**src/daopc_params.svh**
```systemverilog
// Constants of the dual-converter output and power control block.
// Assumes inclusion by bare name in every file that needs them.
`ifndef DAOPC_PARAMS_SVH
`define DAOPC_PARAMS_SVH

`define DAOPC_WORD_W           10
`define DAOPC_CLK_PERIOD_NS    8
`define DAOPC_NAP_WAKE_SAMPLES 100
`define DAOPC_SLEEP_WAKE_MS    2
`define DAOPC_SLEEP_WAKE_CYCLES \
   ((`DAOPC_SLEEP_WAKE_MS * 1000000 + `DAOPC_CLK_PERIOD_NS - 1) / `DAOPC_CLK_PERIOD_NS)
`define DAOPC_CNT_W            18

`define DAOPC_OFS_CTRL         8'h00
`define DAOPC_OFS_STATUS       8'h04
`define DAOPC_OFS_IRQ_STAT     8'h08
`define DAOPC_OFS_IRQ_MASK     8'h0c

`define DAOPC_CTRL_A_PD        0
`define DAOPC_CTRL_A_HZ        1
`define DAOPC_CTRL_B_PD        2
`define DAOPC_CTRL_B_HZ        3
`define DAOPC_CTRL_SWAP        4
`define DAOPC_CTRL_SWAP_CLK    5
`define DAOPC_CTRL_W           6
`define DAOPC_CTRL_RESET       6'h10

`define DAOPC_IRQ_A_READY      0
`define DAOPC_IRQ_B_READY      1
`define DAOPC_IRQ_A_OVER       2
`define DAOPC_IRQ_B_OVER       3
`define DAOPC_IRQ_W            4

`endif

```
**src/daopc_pkg.sv**
```systemverilog
// Types shared by the output and power control block.
// Assumes nothing of its surroundings.
package daopc_pkg;
   typedef enum logic [1:0] {
      CH_NORMAL = 2'b00,
      CH_NAP    = 2'b01,
      CH_SLEEP  = 2'b10,
      CH_WAKE   = 2'b11
   } daopc_mode_t;
endpackage : daopc_pkg

```
**src/daopc_chan_if.sv**
```systemverilog
// Bundle between the top and one channel controller.
// Assumes daopc_pkg is compiled first.
`timescale 1ns/1ps
`default_nettype none
`include "daopc_params.svh"
interface daopc_chan_if;
   logic                       sample_en;
   logic                       pd;
   logic                       hz;
   logic [`DAOPC_WORD_W-1:0]   code;
   logic                       above;
   logic                       below;
   logic [`DAOPC_WORD_W-1:0]   word;
   logic                       of;
   logic                       out_en;
   logic                       valid;
   daopc_pkg::daopc_mode_t     mode;
   logic                       ref_on;
   logic                       run;
   modport ctl  (output sample_en, pd, hz, code, above, below,
                 input  word, of, out_en, valid, mode, ref_on, run);
   modport chan (input  sample_en, pd, hz, code, above, below,
                 output word, of, out_en, valid, mode, ref_on, run);
endinterface : daopc_chan_if
`default_nettype wire

```
**src/daopc_chan.sv**
```systemverilog
// Power state, wake timing and sample capture of one converter channel.
// Assumes sample_en is a one-cycle pulse per sample clock edge.
`timescale 1ns/1ps
`default_nettype none
`include "daopc_params.svh"
module daopc_chan #(
   parameter int unsigned NAP_WAKE   = `DAOPC_NAP_WAKE_SAMPLES,
   parameter int unsigned SLEEP_WAKE = `DAOPC_SLEEP_WAKE_CYCLES,
   parameter int unsigned CNT_W      = `DAOPC_CNT_W
) (
   input wire logic     core_clk,  // Core clock
   input wire logic     sys_rst,   // Synchronous reset, active high
   daopc_chan_if.chan   ch         // Controls in, channel state out
);
   daopc_pkg::daopc_mode_t   state_ff;
   daopc_pkg::daopc_mode_t   nxt_state;
   logic [CNT_W-1:0]         cnt_ff;
   logic                     from_sleep_ff;
   logic                     out_en_ff;
   logic [`DAOPC_WORD_W-1:0] word_ff;
   logic                     of_ff;

   // ----------------------------------------
   // Mode selection
   // ----------------------------------------
   always_comb begin
      nxt_state = state_ff;
      case (state_ff)
         daopc_pkg::CH_NORMAL: begin
            if (ch.pd) nxt_state = ch.hz ? daopc_pkg::CH_SLEEP : daopc_pkg::CH_NAP;
         end
         daopc_pkg::CH_NAP: begin
            if (!ch.pd) nxt_state = daopc_pkg::CH_WAKE;
            else if (ch.hz) nxt_state = daopc_pkg::CH_SLEEP;
         end
         daopc_pkg::CH_SLEEP: begin
            if (!ch.pd) nxt_state = daopc_pkg::CH_WAKE;
            else if (!ch.hz) nxt_state = daopc_pkg::CH_NAP;
         end
         daopc_pkg::CH_WAKE: begin
            if (ch.pd) nxt_state = ch.hz ? daopc_pkg::CH_SLEEP : daopc_pkg::CH_NAP;
            else if (cnt_ff == '0) nxt_state = daopc_pkg::CH_NORMAL;
         end
         default: nxt_state = daopc_pkg::CH_NORMAL;
      endcase
   end

   always_ff @(posedge core_clk) begin
      if (sys_rst) state_ff <= daopc_pkg::CH_NORMAL;
      else state_ff <= nxt_state;
   end

   // Sleep recovery counts core cycles since the reference is recharging;
   // nap recovery counts sample clocks.
   always_ff @(posedge core_clk) begin
      if (sys_rst) begin
         cnt_ff        <= '0;
         from_sleep_ff <= 1'b0;
      end else if (state_ff != daopc_pkg::CH_WAKE && nxt_state == daopc_pkg::CH_WAKE) begin
         from_sleep_ff <= (state_ff == daopc_pkg::CH_SLEEP);
         cnt_ff <= (state_ff == daopc_pkg::CH_SLEEP) ? CNT_W'(SLEEP_WAKE)
                                                     : CNT_W'(NAP_WAKE);
      end else if (state_ff == daopc_pkg::CH_WAKE && cnt_ff != '0 &&
                   (from_sleep_ff || ch.sample_en)) begin
         cnt_ff <= cnt_ff - 1'b1;
      end
   end

   // ----------------------------------------
   // Output enable and sample capture
   // ----------------------------------------
   always_ff @(posedge core_clk) begin
      if (sys_rst) out_en_ff <= 1'b0;
      else out_en_ff <= !ch.hz && (nxt_state == daopc_pkg::CH_NORMAL ||
                                   nxt_state == daopc_pkg::CH_WAKE);
   end

   always_ff @(posedge core_clk) begin
      if (sys_rst) begin
         word_ff <= '0;
         of_ff   <= 1'b0;
      end else if (ch.sample_en && ch.run) begin
         word_ff <= ch.code;
         of_ff   <= ch.above || ch.below;
      end
   end

   assign ch.mode   = state_ff;
   assign ch.out_en = out_en_ff;
   assign ch.word   = word_ff;
   assign ch.of     = of_ff;
   assign ch.valid  = (state_ff == daopc_pkg::CH_NORMAL);
   assign ch.ref_on = (state_ff != daopc_pkg::CH_SLEEP);
   assign ch.run    = (state_ff == daopc_pkg::CH_NORMAL) || (state_ff == daopc_pkg::CH_WAKE);
endmodule : daopc_chan
`default_nettype wire

```
**src/daopc_top.sv**
```systemverilog
// Output and power control of a dual 10-bit converter, AHB-Lite registers.
// Assumes core code and range inputs are synchronous to core_clk; sample
// clock pins are asynchronous and are synchronised here.
//
// Notes on behaviour
// Channel high-impedance request floats that channel's data and overrange outputs.
// Software should toggle high impedance only across long idle periods.
// Power-down low runs the channel normally, outputs gated only by high impedance.
// Power-down with high impedance enters sleep, reference off too.
// After sleep, data stays invalid for milliseconds while the reference settles.
// Power-down without high impedance naps; data valid 100 sample clocks after release.
// Nap and sleep float every output of the affected channel.
// Each channel's state follows only its own power-down and high-impedance bits.
// Swap select high: channel A on bus A, channel B on bus B.
// Swap select low: channel A on bus B, channel B on bus A.
// Interleaving needs swap select and both sample clocks from one signal.
// In interleaving the unused bus may be floated by its high-impedance bit.
// Overrange flag is high whenever the input is beyond the convertible range.
//
// Added by the designer: the AHB-Lite register port and the address map.
`timescale 1ns/1ps
`default_nettype none
`include "daopc_params.svh"
module daopc_top #(
   parameter int unsigned SLEEP_WAKE = `DAOPC_SLEEP_WAKE_CYCLES
) (
   input  wire logic                      core_clk,             // Core clock, 125 MHz
   input  wire logic                      sys_rst,              // Synchronous reset, high
   input  wire logic                      hsel,                 // AHB slave select
   input  wire logic [31:0]               haddr,                // AHB address
   input  wire logic [1:0]                htrans,               // AHB transfer type
   input  wire logic                      hwrite,               // AHB write
   input  wire logic [2:0]                hsize,                // AHB size
   input  wire logic [31:0]               hwdata,               // AHB write data
   input  wire logic                      hready,               // AHB bus ready
   output logic                           hreadyout,            // AHB slave ready
   output logic [31:0]                    hrdata,               // AHB read data
   output logic                           hresp,                // AHB response
   input  wire logic                      chan_a_sample_clock,  // Channel A sample clock pin
   input  wire logic                      chan_b_sample_clock,  // Channel B sample clock pin
   input  wire logic [`DAOPC_WORD_W-1:0]  chan_a_core_code,     // Channel A code from core
   input  wire logic                      chan_a_above_range,   // Channel A over range
   input  wire logic                      chan_a_below_range,   // Channel A under range
   input  wire logic [`DAOPC_WORD_W-1:0]  chan_b_core_code,     // Channel B code from core
   input  wire logic                      chan_b_above_range,   // Channel B over range
   input  wire logic                      chan_b_below_range,   // Channel B under range
   output logic [`DAOPC_WORD_W-1:0]       bus_a_sample_word,    // Bus A data
   output logic                           bus_a_overrange_flag, // Bus A overrange
   output logic                           bus_a_drive_n,        // Bus A enable, low drives
   output logic [`DAOPC_WORD_W-1:0]       bus_b_sample_word,    // Bus B data
   output logic                           bus_b_overrange_flag, // Bus B overrange
   output logic                           bus_b_drive_n,        // Bus B enable, low drives
   output logic                           chan_a_ref_on,        // Channel A reference powered
   output logic                           chan_b_ref_on,        // Channel B reference powered
   output logic                           irq                   // Interrupt, level high
);
   daopc_chan_if cha ();
   daopc_chan_if chb ();

   logic [`DAOPC_CTRL_W-1:0] ctrl_ff;
   logic [`DAOPC_IRQ_W-1:0]  stat_ff;
   logic [`DAOPC_IRQ_W-1:0]  mask_ff;
   logic [`DAOPC_IRQ_W-1:0]  nxt_stat;
   logic [`DAOPC_IRQ_W-1:0]  ev_prev_ff;
   logic [`DAOPC_IRQ_W-1:0]  ev_now;
   logic [1:0]               clk_s1_ff;
   logic [1:0]               clk_s2_ff;
   logic [1:0]               clk_s3_ff;
   logic                     swap_eff;
   logic                     wr_pend_ff;
   logic                     rd_pend_ff;
   logic [7:0]               acc_addr_ff;
   logic                     wr_ok;
   logic [31:0]              rd_mux;
   logic                     hreadyout_ff;
   logic [31:0]              hrdata_ff;
   logic                     irq_ff;
   logic [`DAOPC_WORD_W-1:0] bus_a_word_ff;
   logic [`DAOPC_WORD_W-1:0] bus_b_word_ff;
   logic                     bus_a_of_ff;
   logic                     bus_b_of_ff;
   logic                     bus_a_drive_n_ff;
   logic                     bus_b_drive_n_ff;
   logic                     ref_a_ff;
   logic                     ref_b_ff;

   // ----------------------------------------
   // Sample clock pins
   // ----------------------------------------
   always_ff @(posedge core_clk) begin
      if (sys_rst) begin
         clk_s1_ff <= 2'h0;
         clk_s2_ff <= 2'h0;
         clk_s3_ff <= 2'h0;
      end else begin
         clk_s1_ff <= {chan_b_sample_clock, chan_a_sample_clock};
         clk_s2_ff <= clk_s1_ff;
         clk_s3_ff <= clk_s2_ff;
      end
   end

   // Interleaving ties the swap to the common sample clock level.
   assign swap_eff = ctrl_ff[`DAOPC_CTRL_SWAP_CLK] ? clk_s2_ff[0]
                                                   : ctrl_ff[`DAOPC_CTRL_SWAP];

   // ----------------------------------------
   // Channels
   // ----------------------------------------
   assign cha.sample_en = clk_s2_ff[0] && !clk_s3_ff[0];
   assign cha.pd        = ctrl_ff[`DAOPC_CTRL_A_PD];
   assign cha.hz        = ctrl_ff[`DAOPC_CTRL_A_HZ];
   assign cha.code      = chan_a_core_code;
   assign cha.above     = chan_a_above_range;
   assign cha.below     = chan_a_below_range;
   assign chb.sample_en = clk_s2_ff[1] && !clk_s3_ff[1];
   assign chb.pd        = ctrl_ff[`DAOPC_CTRL_B_PD];
   assign chb.hz        = ctrl_ff[`DAOPC_CTRL_B_HZ];
   assign chb.code      = chan_b_core_code;
   assign chb.above     = chan_b_above_range;
   assign chb.below     = chan_b_below_range;

   daopc_chan #(.SLEEP_WAKE(SLEEP_WAKE)) u_chan_a (
      .core_clk (core_clk),
      .sys_rst  (sys_rst),
      .ch       (cha)
   );
   daopc_chan #(.SLEEP_WAKE(SLEEP_WAKE)) u_chan_b (
      .core_clk (core_clk),
      .sys_rst  (sys_rst),
      .ch       (chb)
   );

   // ----------------------------------------
   // Output buses
   // ----------------------------------------
   // Each bus's pins float by the controls of the channel that owns them,
   // so the unused bus in interleaving can be parked.
   always_ff @(posedge core_clk) begin
      if (sys_rst) begin
         bus_a_word_ff    <= '0;
         bus_b_word_ff    <= '0;
         bus_a_of_ff      <= 1'b0;
         bus_b_of_ff      <= 1'b0;
         bus_a_drive_n_ff <= 1'b1;
         bus_b_drive_n_ff <= 1'b1;
      end else begin
         bus_a_word_ff    <= swap_eff ? cha.word : chb.word;
         bus_a_of_ff      <= swap_eff ? cha.of : chb.of;
         bus_b_word_ff    <= swap_eff ? chb.word : cha.word;
         bus_b_of_ff      <= swap_eff ? chb.of : cha.of;
         bus_a_drive_n_ff <= !cha.out_en;
         bus_b_drive_n_ff <= !chb.out_en;
      end
   end

   always_ff @(posedge core_clk) begin
      if (sys_rst) begin
         ref_a_ff <= 1'b1;
         ref_b_ff <= 1'b1;
      end else begin
         ref_a_ff <= cha.ref_on;
         ref_b_ff <= chb.ref_on;
      end
   end

   // ----------------------------------------
   // Register access
   // ----------------------------------------
   // Reads insert one wait state so that a write just before is visible.
   always_ff @(posedge core_clk) begin
      if (sys_rst) begin
         wr_pend_ff   <= 1'b0;
         rd_pend_ff   <= 1'b0;
         acc_addr_ff  <= 8'h00;
         hreadyout_ff <= 1'b1;
         hrdata_ff    <= 32'h0000_0000;
      end else begin
         wr_pend_ff <= 1'b0;
         rd_pend_ff <= 1'b0;
         if (rd_pend_ff) begin
            hrdata_ff    <= rd_mux;
            hreadyout_ff <= 1'b1;
         end else if (hsel && htrans[1] && hready) begin
            acc_addr_ff  <= haddr[7:0];
            wr_pend_ff   <= hwrite && (hsize == 3'h2);
            rd_pend_ff   <= !hwrite;
            hreadyout_ff <= hwrite;
         end
      end
   end

   assign wr_ok = wr_pend_ff && (acc_addr_ff[1:0] == 2'h0);

   always_comb begin
      rd_mux = 32'h0000_0000;
      case (acc_addr_ff)
         `DAOPC_OFS_CTRL:     rd_mux[`DAOPC_CTRL_W-1:0] = ctrl_ff;
         `DAOPC_OFS_STATUS:   rd_mux[5:0] = {chb.valid, chb.mode, cha.valid, cha.mode};
         `DAOPC_OFS_IRQ_STAT: rd_mux[`DAOPC_IRQ_W-1:0] = stat_ff;
         `DAOPC_OFS_IRQ_MASK: rd_mux[`DAOPC_IRQ_W-1:0] = mask_ff;
         default:             rd_mux = 32'h0000_0000;
      endcase
   end

   always_ff @(posedge core_clk) begin
      if (sys_rst) ctrl_ff <= `DAOPC_CTRL_RESET;
      else if (wr_ok && acc_addr_ff == `DAOPC_OFS_CTRL) ctrl_ff <= hwdata[`DAOPC_CTRL_W-1:0];
   end

   always_ff @(posedge core_clk) begin
      if (sys_rst) mask_ff <= '0;
      else if (wr_ok && acc_addr_ff == `DAOPC_OFS_IRQ_MASK) mask_ff <= hwdata[`DAOPC_IRQ_W-1:0];
   end

   // ----------------------------------------
   // Interrupts
   // ----------------------------------------
   assign ev_now = {chb.of, cha.of, chb.valid, cha.valid};

   // An event in the cycle of its clear wins over the clear.
   always_comb begin
      nxt_stat = stat_ff;
      if (wr_ok && acc_addr_ff == `DAOPC_OFS_IRQ_STAT) nxt_stat = stat_ff & ~hwdata[`DAOPC_IRQ_W-1:0];
      nxt_stat = nxt_stat | (ev_now & ~ev_prev_ff);
   end

   always_ff @(posedge core_clk) begin
      if (sys_rst) begin
         stat_ff    <= '0;
         // Both channels leave reset normal and valid, so no ready event follows reset.
         ev_prev_ff <= 4'h3;
         irq_ff     <= 1'b0;
      end else begin
         stat_ff    <= nxt_stat;
         ev_prev_ff <= ev_now;
         irq_ff     <= |(nxt_stat & mask_ff);
      end
   end

   assign hreadyout            = hreadyout_ff;
   assign hrdata               = hrdata_ff;
   assign hresp                = 1'b0;
   assign irq                  = irq_ff;
   assign bus_a_sample_word    = bus_a_word_ff;
   assign bus_b_sample_word    = bus_b_word_ff;
   assign bus_a_overrange_flag = bus_a_of_ff;
   assign bus_b_overrange_flag = bus_b_of_ff;
   assign bus_a_drive_n        = bus_a_drive_n_ff;
   assign bus_b_drive_n        = bus_b_drive_n_ff;
   assign chan_a_ref_on        = ref_a_ff;
   assign chan_b_ref_on        = ref_b_ff;
endmodule : daopc_top
`default_nettype wire

```
**config.mk**
```make
export PLATFORM = sky130hd
export DESIGN_NAME = daopc_top
export DESIGN_NICKNAME = d
export VERILOG_FILES = /design/src/daopc_pkg.sv /design/src/daopc_chan_if.sv /design/src/daopc_chan.sv /design/src/daopc_top.sv
export VERILOG_INCLUDE_DIRS = /design/src
export SDC_FILE = /design/constraint.sdc
export NUM_CORES = 1
export LEC_CHECK = 0
export BUFFER_PORTS_ARGS = -buffer_cell sky130_fd_sc_hd__buf_2
export CAP_MARGIN = 10
export CORE_UTILIZATION = 40
export CTS_CLUSTER_SIZE = 40
export DETAILED_ROUTE_END_ITERATION = 8
export GPL_TIMING_DRIVEN = 1
export PLACE_DENSITY = 0.68
export SLEW_MARGIN = 5
export SYNTH_ARGS = -nofsm -noshare
export SYNTH_HDL_FRONTEND = slang
export SYNTH_SLANG_ARGS = --single-unit
export TNS_END_PERCENT = 10
```
**constraint.sdc**
```tcl
create_clock -name core_clk -period 2.51 [get_ports core_clk]
set_input_delay 0.3765 -clock core_clk [delete_from_list [all_inputs] [get_ports core_clk]]
set_output_delay 0.3765 -clock core_clk [all_outputs]
set_load 0.01 [all_outputs]
```
# ---- Yosys cells after proc, flatten, opt, wreduce, memory -nomap -nowiden
# Cells that the tools add are included.
dict set report op_classes {
  muxes 32
  n_reduce_logical 50
  n_bitwise 8
  n_addsub 2
  eq_ne 16
}
# operator count
set op_table {}
lappend op_table {{18-bit 2-to-1 mux} 6}
lappend op_table {{18-bit logical NOT} 2}
lappend op_table {{18-bit nonzero test} 2}
lappend op_table {{18-bit by 1-bit subtractor with 18-bit output (second input constant)} 2}
lappend op_table {{2-bit 2-to-1 mux} 16}
lappend op_table {{10-bit 2-to-1 mux} 2}
lappend op_table {{1-bit logical AND} 19}
lappend op_table {{8-bit by 4-bit equality test with 1-bit output (second input constant)} 2}
lappend op_table {{2-bit one-hot mux with 4 select lines} 2}
lappend op_table {{4-bit one-hot mux with 4 select lines} 1}
lappend op_table {{4-bit AND} 3}
lappend op_table {{2-bit equality test (second input constant)} 6}
lappend op_table {{2-bit logical NOT} 5}
lappend op_table {{8-bit by 3-bit equality test with 1-bit output (second input constant)} 1}
lappend op_table {{8-bit logical NOT} 1}
lappend op_table {{1-bit logical OR} 8}
lappend op_table {{2-bit != test (second input constant)} 4}
lappend op_table {{4-bit inverter} 2}
lappend op_table {{1-bit logical NOT} 7}
lappend op_table {{2-bit by 1-bit equality test with 1-bit output (second input constant)} 2}
lappend op_table {{4-bit 2-to-1 mux} 1}
lappend op_table {{4-bit bitwise OR} 1}
lappend op_table {{2-bit one-hot mux with 2 select lines} 1}
lappend op_table {{2-bit nonzero test} 2}
lappend op_table {{7 further kinds} 10}
dict set report word_totals {
  register_bits 134
  input_bits 100
  output_inout_bits 61
  wordCells 141
}

# ---- Longest topological paths before layout
dict set report depth {
  ltp_word 7
  ltp_mapped 12
  ltp_nobuf 11
}

# ---- Hierarchy
# Synthesis repeated with hierarchy kept, for this count alone.
dict set report hier_totals {
  hier_cells 717
  area_unflattened_um2 6154.7
}
# module area_each_um2 instances cells_each
set modules_own_cells {}
lappend modules_own_cells {daopc_chan 1675.4 2 199}
lappend modules_own_cells {daopc_top 2803.9 1 319}

# ---- Least setup slack after synthesis
# No wires, ideal clock.
dict set report synth_timing {
  path_type {register -> register}
  start {register u_chan_a.cnt_ff[5]}
  end {register u_chan_a.cnt_ff[1]}
  stages_incl_launch_ff 11
  required_time_ns 2.424
  period_less_slack_ns 2.628
  arrival_time_ns 2.542
  setup_time_ns 0.086
  slack_ns -0.118
  cell_sequence {dfxtp_1 -> or4_4 -> or2_0 -> buf_2 -> o31ai_1 -> o21ai_1 -> ha_1 -> nand2b_1 -> clkbuf_1 -> nand2_1 -> a211oi_1}
}
dict set report synth_via {
  elab_chain_cells 7
  elab_cells_between_ends 11
  classes_between {1 x eq/ne; 4 x mux; 6 x reduce/logical}
}
# element line
set synth_rtl {}
lappend synth_rtl {{start: declaration} daopc_chan.sv:17} ;# logic [CNT_W-1:0] cnt_ff;
lappend synth_rtl {{start signal: assignment} daopc_chan.sv:61} ;# cnt_ff <= (state_ff == daopc_pkg::CH_SLEEP) ? CNT_W'(SLEEP_WAKE)
lappend synth_rtl {{start signal: assignment} daopc_chan.sv:65} ;# cnt_ff <= cnt_ff - 1'b1;
lappend synth_rtl {{18-bit logical NOT *} daopc_chan.sv:42} ;# else if (cnt_ff == '0) nxt_state = daopc_pkg::CH_NORMAL;
lappend synth_rtl {{2-bit 2-to-1 mux *} daopc_chan.sv:42}
lappend synth_rtl {{2-bit 2-to-1 mux *} daopc_chan.sv:41} ;# if (ch.pd) nxt_state = ch.hz ? daopc_pkg::CH_SLEEP : daopc_pkg::CH_NAP;
lappend synth_rtl {{2-bit one-hot mux with 4 select lines *} daopc_chan.sv:28} ;# case (state_ff)
lappend synth_rtl {{named net u_chan_a.nxt_state[1]} daopc_chan.sv:16} ;# daopc_pkg::daopc_mode_t nxt_state;
lappend synth_rtl {{2-bit equality test *} daopc_chan.sv:59} ;# end else if (state_ff != daopc_pkg::CH_WAKE && nxt_state == daopc_pkg::CH_WAKE) begin
lappend synth_rtl {{1-bit logical AND *} daopc_chan.sv:59}
lappend synth_rtl {{18-bit 2-to-1 mux / 2-bit nonzero test (equally long branches)} --}
# The timed path passes the listed nets; every way through them passes the cells marked *.
# A chain may end at the register's enable or synchronous reset.

# ---- Final worst setup path
dict set report layout_timing {
  start {register u_chan_a.cnt_ff[5]}
  end {register u_chan_a.cnt_ff[5]}
}
# The elaborated chain is that of the path after synthesis.

==> impl_summary.md <==
Outcome
The flow ran to the end, but the final reports show violations. The checks that failed: DRC.

GRT
Global routing used 23.2% of the available met1 tracks. The number of global-route vias before repair was 4,690. The met2 capacity usage during global routing is between 30 and 40%. The first global-routing pass estimated 23.0 mm of wire. The global-route met3 utilization is roughly 4.0%. After global routing the overflow that remains totals 0.

The global-route usage over all layers is between 10% and 20%. The number of antenna violations at the first check in global routing came to 0. The layer flagged by global routing as most heavily used is met2. Entering global routing, the biggest net connects roughly 100 pins.

STA
The largest clock skew in the final design is around 0.0087 ns. In the final timing run, aggregate negative setup slack is 0 ns. The highest attainable clock frequency is around 430 MHz. Setup repair after global routing left no endpoint under its margin. The final hold violation count is 0. In this run the tightest slew margin relative to its limit is a little under half. After layout, the worst path uses 93.7% of the clock period.

The number of endpoints failing setup at the final stage is 0. The routed design could run at a clock period as short as about 2.4 ns. The number of max-slew violations in the final report is 0.

The transition time at the pin with the least slew margin is 0.780 ns. After layout, the worst setup slack is approximately 0.16 ns.

Setup path
The worst-path maximum fanout is 4. At the worst endpoint, the required time is between 2 and 3 ns. The type of element launching the critical path is a flop. Data on the critical path arrives at its endpoint at around 2.7 ns. The critical path is of the reg -> reg type.

The worst setup path is captured at a flop.

Pwr
IR analysis of the VDD net gives a maximum drop of between 0.6 and 0.7 mV. In this run the static leakage power is around 2.8 nW. In this run the power density over the cells is about 1100 nW/um2.

CTS
Clock-pin slew was measured on the worst setup and hold paths at approximately 0.06 ns. The buffer count from post-CTS setup fixing is 0. The buffer type at the clock tree root is sky130_fd_sc_hd__clkbuf_16.

The maximum number of buffers from clock root to sink is 2. The clock sink count is around 130. The deepest level of the CTS H-tree is 4. Clock tree synthesis inserted a total of 17 buffers. The clock insertion delay at the later pin of the skew report is 0.41 ns. TritonCTS built the clock tree.

Yosys
After synthesis, the cell types taking the most area are sky130_fd_sc_hd__dfxtp_1 (44%), sky130_fd_sc_hd__nand2_1 (7.3%), sky130_fd_sc_hd__a21oi_1 (6.9%). Synthesis inferred between 100 and 150 register bits. The average instance area after synthesis is 8.54 um2. The total of warnings raised by yosys is 0.

Sequential cells were found to cover 43.9% of the synthesized design area. The portion of synthesized cell area occupied by the leading cell type is between 40% and 50%. The number of unique standard cell types used by synthesis is slightly below 60. The most common cell in the synthesized netlist is sky130_fd_sc_hd__dfxtp_1. The biggest area consumer among synthesized cells is sky130_fd_sc_hd__dfxtp_1. The number of enable flip-flop cells after synthesis is 0. For this run, asynchronously set or reset flops after synthesis account for 0%. The cell area after technology mapping is slightly above 6000 um2. The number of standard cells after synthesis is around 700.

For this run, the leading register cell type out of synthesis is sky130_fd_sc_hd__dfxtp_1. After synthesis, the most frequently instantiated cells are sky130_fd_sc_hd__dfxtp_1 (134), sky130_fd_sc_hd__nand2_1 (118), sky130_fd_sc_hd__a21oi_1 (84), sky130_fd_sc_hd__nor2_1 (34), sky130_fd_sc_hd__nor3_1 (30).

Floorplanning
The die is between 100 and 150 um tall. The width of the chip is about 130 um. After floorplanning, the core was sized to cover 14,700 um2. The initial utilization of the core area, before any placement, comes to 41.5%. In this run the count of I/O pins placed on the die edge is approximately 160. The total number of placement rows is 44. The area enclosed by the die boundary is 15,800 um2.

Route
For this run, the detailed router's first-pass iteration total came to 6. Wires add up to approximately 14 mm. In the final routed layout, each cell accounts on average for approximately 14 um. The vias per cell is between 5 and 6.

For this block, the via count after detailed routing is 5,146. The detailed router finished its first iteration with around 360 violations. The detail route stage leaves a number of antenna-violating nets equal to 0. In the routed design, unresolved DRC markers number 5.

Run
The reported max-cap violation count is 0.

Placement
Including well taps, the total number of placed cells is just under 1,000. The count of buffers from port buffering is 82. The pre-CTS setup slack is -0.0185 ns. Summing all placed instances gives a cell area of around 6700 um2.

The wire-length estimate of the detail-placed layout is roughly 10 mm. The congestion estimate from routability-driven global placement came to approximately 0.80.

Finish
Once layout is complete, the utilization of the core stands at around half. The area added between synthesis and finish is 20.0%. The proportion of layout cells with a drive suffix above 1 is approximately 21%.

The layout net count is ~900. The final design instance area without fill is between 7000 and 8000 um2. Leaving out filler cells and counting taps, the final layout contains around 1,000. The number of diodes is 0.

Min path
The min-delay analysis places its worst path in the category in -> reg.
[report_power, final]
group	leakage (nW)	switching [W]	internal (W)	total (W)
sequential	1.09	0.000219	0.00238	0.00260
combinational	1.45	0.00151	0.00101	0.00252
clock	0.298	0.000905	0.00168	0.00259
total	2.84	0.00264	0.00507	0.00771
[cell usage in the layout, fill, tap and decap left out, drive strengths merged, types with 3 or more instances in the layout]
| cell type | netlist | final |
|---|---|---|
| a211oi | 7 | 7 |
| a21oi | 85 | 85 |
| a311oi | 3 | 3 |
| a31oi | 7 | 7 |
| and2 | 4 | 4 |
| buf | 34 | 104 |
| bufinv | 0 | 4 |
| clkbuf | 29 | 22 |
| clkinv | 0 | 5 |
| conb | 1 | 27 |
| dfxtp | 134 | 134 |
| ha | 11 | 11 |
| inv | 13 | 13 |
| mux2 | 3 | 3 |
| mux2i | 12 | 12 |
| mux4 | 4 | 4 |
| nand2 | 118 | 118 |
| nand2b | 17 | 17 |
| nand3 | 13 | 13 |
| nor2 | 34 | 34 |
| nor2b | 21 | 21 |
| nor3 | 31 | 31 |
| nor4 | 23 | 23 |
| o2111ai | 4 | 4 |
| o211ai | 5 | 5 |
| o21ai | 20 | 20 |
| o31ai | 4 | 4 |
| or2 | 9 | 9 |
| or3 | 11 | 11 |
| or4 | 7 | 7 |
| xnor2 | 25 | 25 |
[critical path, cell delays in order, from the launching register on]
cell	delay [ns]
sky130_fd_sc_hd__dfxtp_1	0.31
sky130_fd_sc_hd__or4_4	0.54
sky130_fd_sc_hd__or2_4	0.26
sky130_fd_sc_hd__o31ai_4	0.25
sky130_fd_sc_hd__o21ai_2	0.09
sky130_fd_sc_hd__ha_1	0.21
sky130_fd_sc_hd__nor2b_1	0.18
sky130_fd_sc_hd__nand2_1	0.12
sky130_fd_sc_hd__nand2_1	0.10
sky130_fd_sc_hd__a211oi_2	0.22
[layout make-up]
type	count	area, um2
clock buffer	22	454
clock inverter	10	153
fill	1387	7370
inverter	13	48.8
multi-input combinational	531	3170
sequential	134	2680
tap	184	230
timing repair buffer	104	588
[routing by layer]
layer / part of all wire, % / vias up
met5: 0 / -
met4: 1.4 / 0
met3: 3.7 / 19
met2: 48 / 100
met1: 46 / 2395
li1: - / 2632
[registers in the layout, summed over array words and instances, names as in the netlist, 4 cells and up]
signal             cells
u_chan_b.cnt_ff       18
mask_ff                4
acc_addr_ff            8
ctrl_ff                6
u_chan_b.ch.word      10
ev_prev_ff             4
bus_b_sample_word     10
bus_a_sample_word     10
u_chan_a.ch.word      10
hrdata                 6
stat_ff                4
u_chan_a.cnt_ff       18
[metrics by stage]
step	total power [W]	hold WS, ns
after CTS	0.00765	0.136
after global routing	0.00814	0.147
after global placement	0.00503	0.350
final	0.00771	0.145
after floorplan	0.00441	0.343
after detailed placement	0.00504	0.348
[path summary, 6_finish.rpt]
path | startpoint | endpoint | slack [ns] | cells past startpoint
hold reg to reg | u_chan_a.ch.out_en | bus_a_drive_n | 0.36 | 1
setup reg to reg | u_chan_a.cnt_ff[5] | u_chan_a.cnt_ff[5] | 0.16 | 9
setup / recovery | u_chan_a.cnt_ff[5] | u_chan_a.cnt_ff[5] | 0.16 | 9
hold / removal | hwrite | rd_pend_ff | 0.15 | 2
[logic make-up after synthesis]
family	share of synthesized area [%]
other	0.0614
buffers and inverters	6.39
AO/OA/AOI/OAI	14.5
AND/OR/NAND/NOR	25.2
flip-flops	43.9
adder cells (fa/ha/maj)	2.25
XOR/XNOR	3.59
multiplexers	4.00
[repair_timing]
action                                  in CTS  in global routing
pin swaps                                    0                  2
resized for setup                            1                  9
hold buffers                                 0                  0
endpoints found under the setup margin       2                 16
Note: power is estimated with default switching activity, not from simulation.
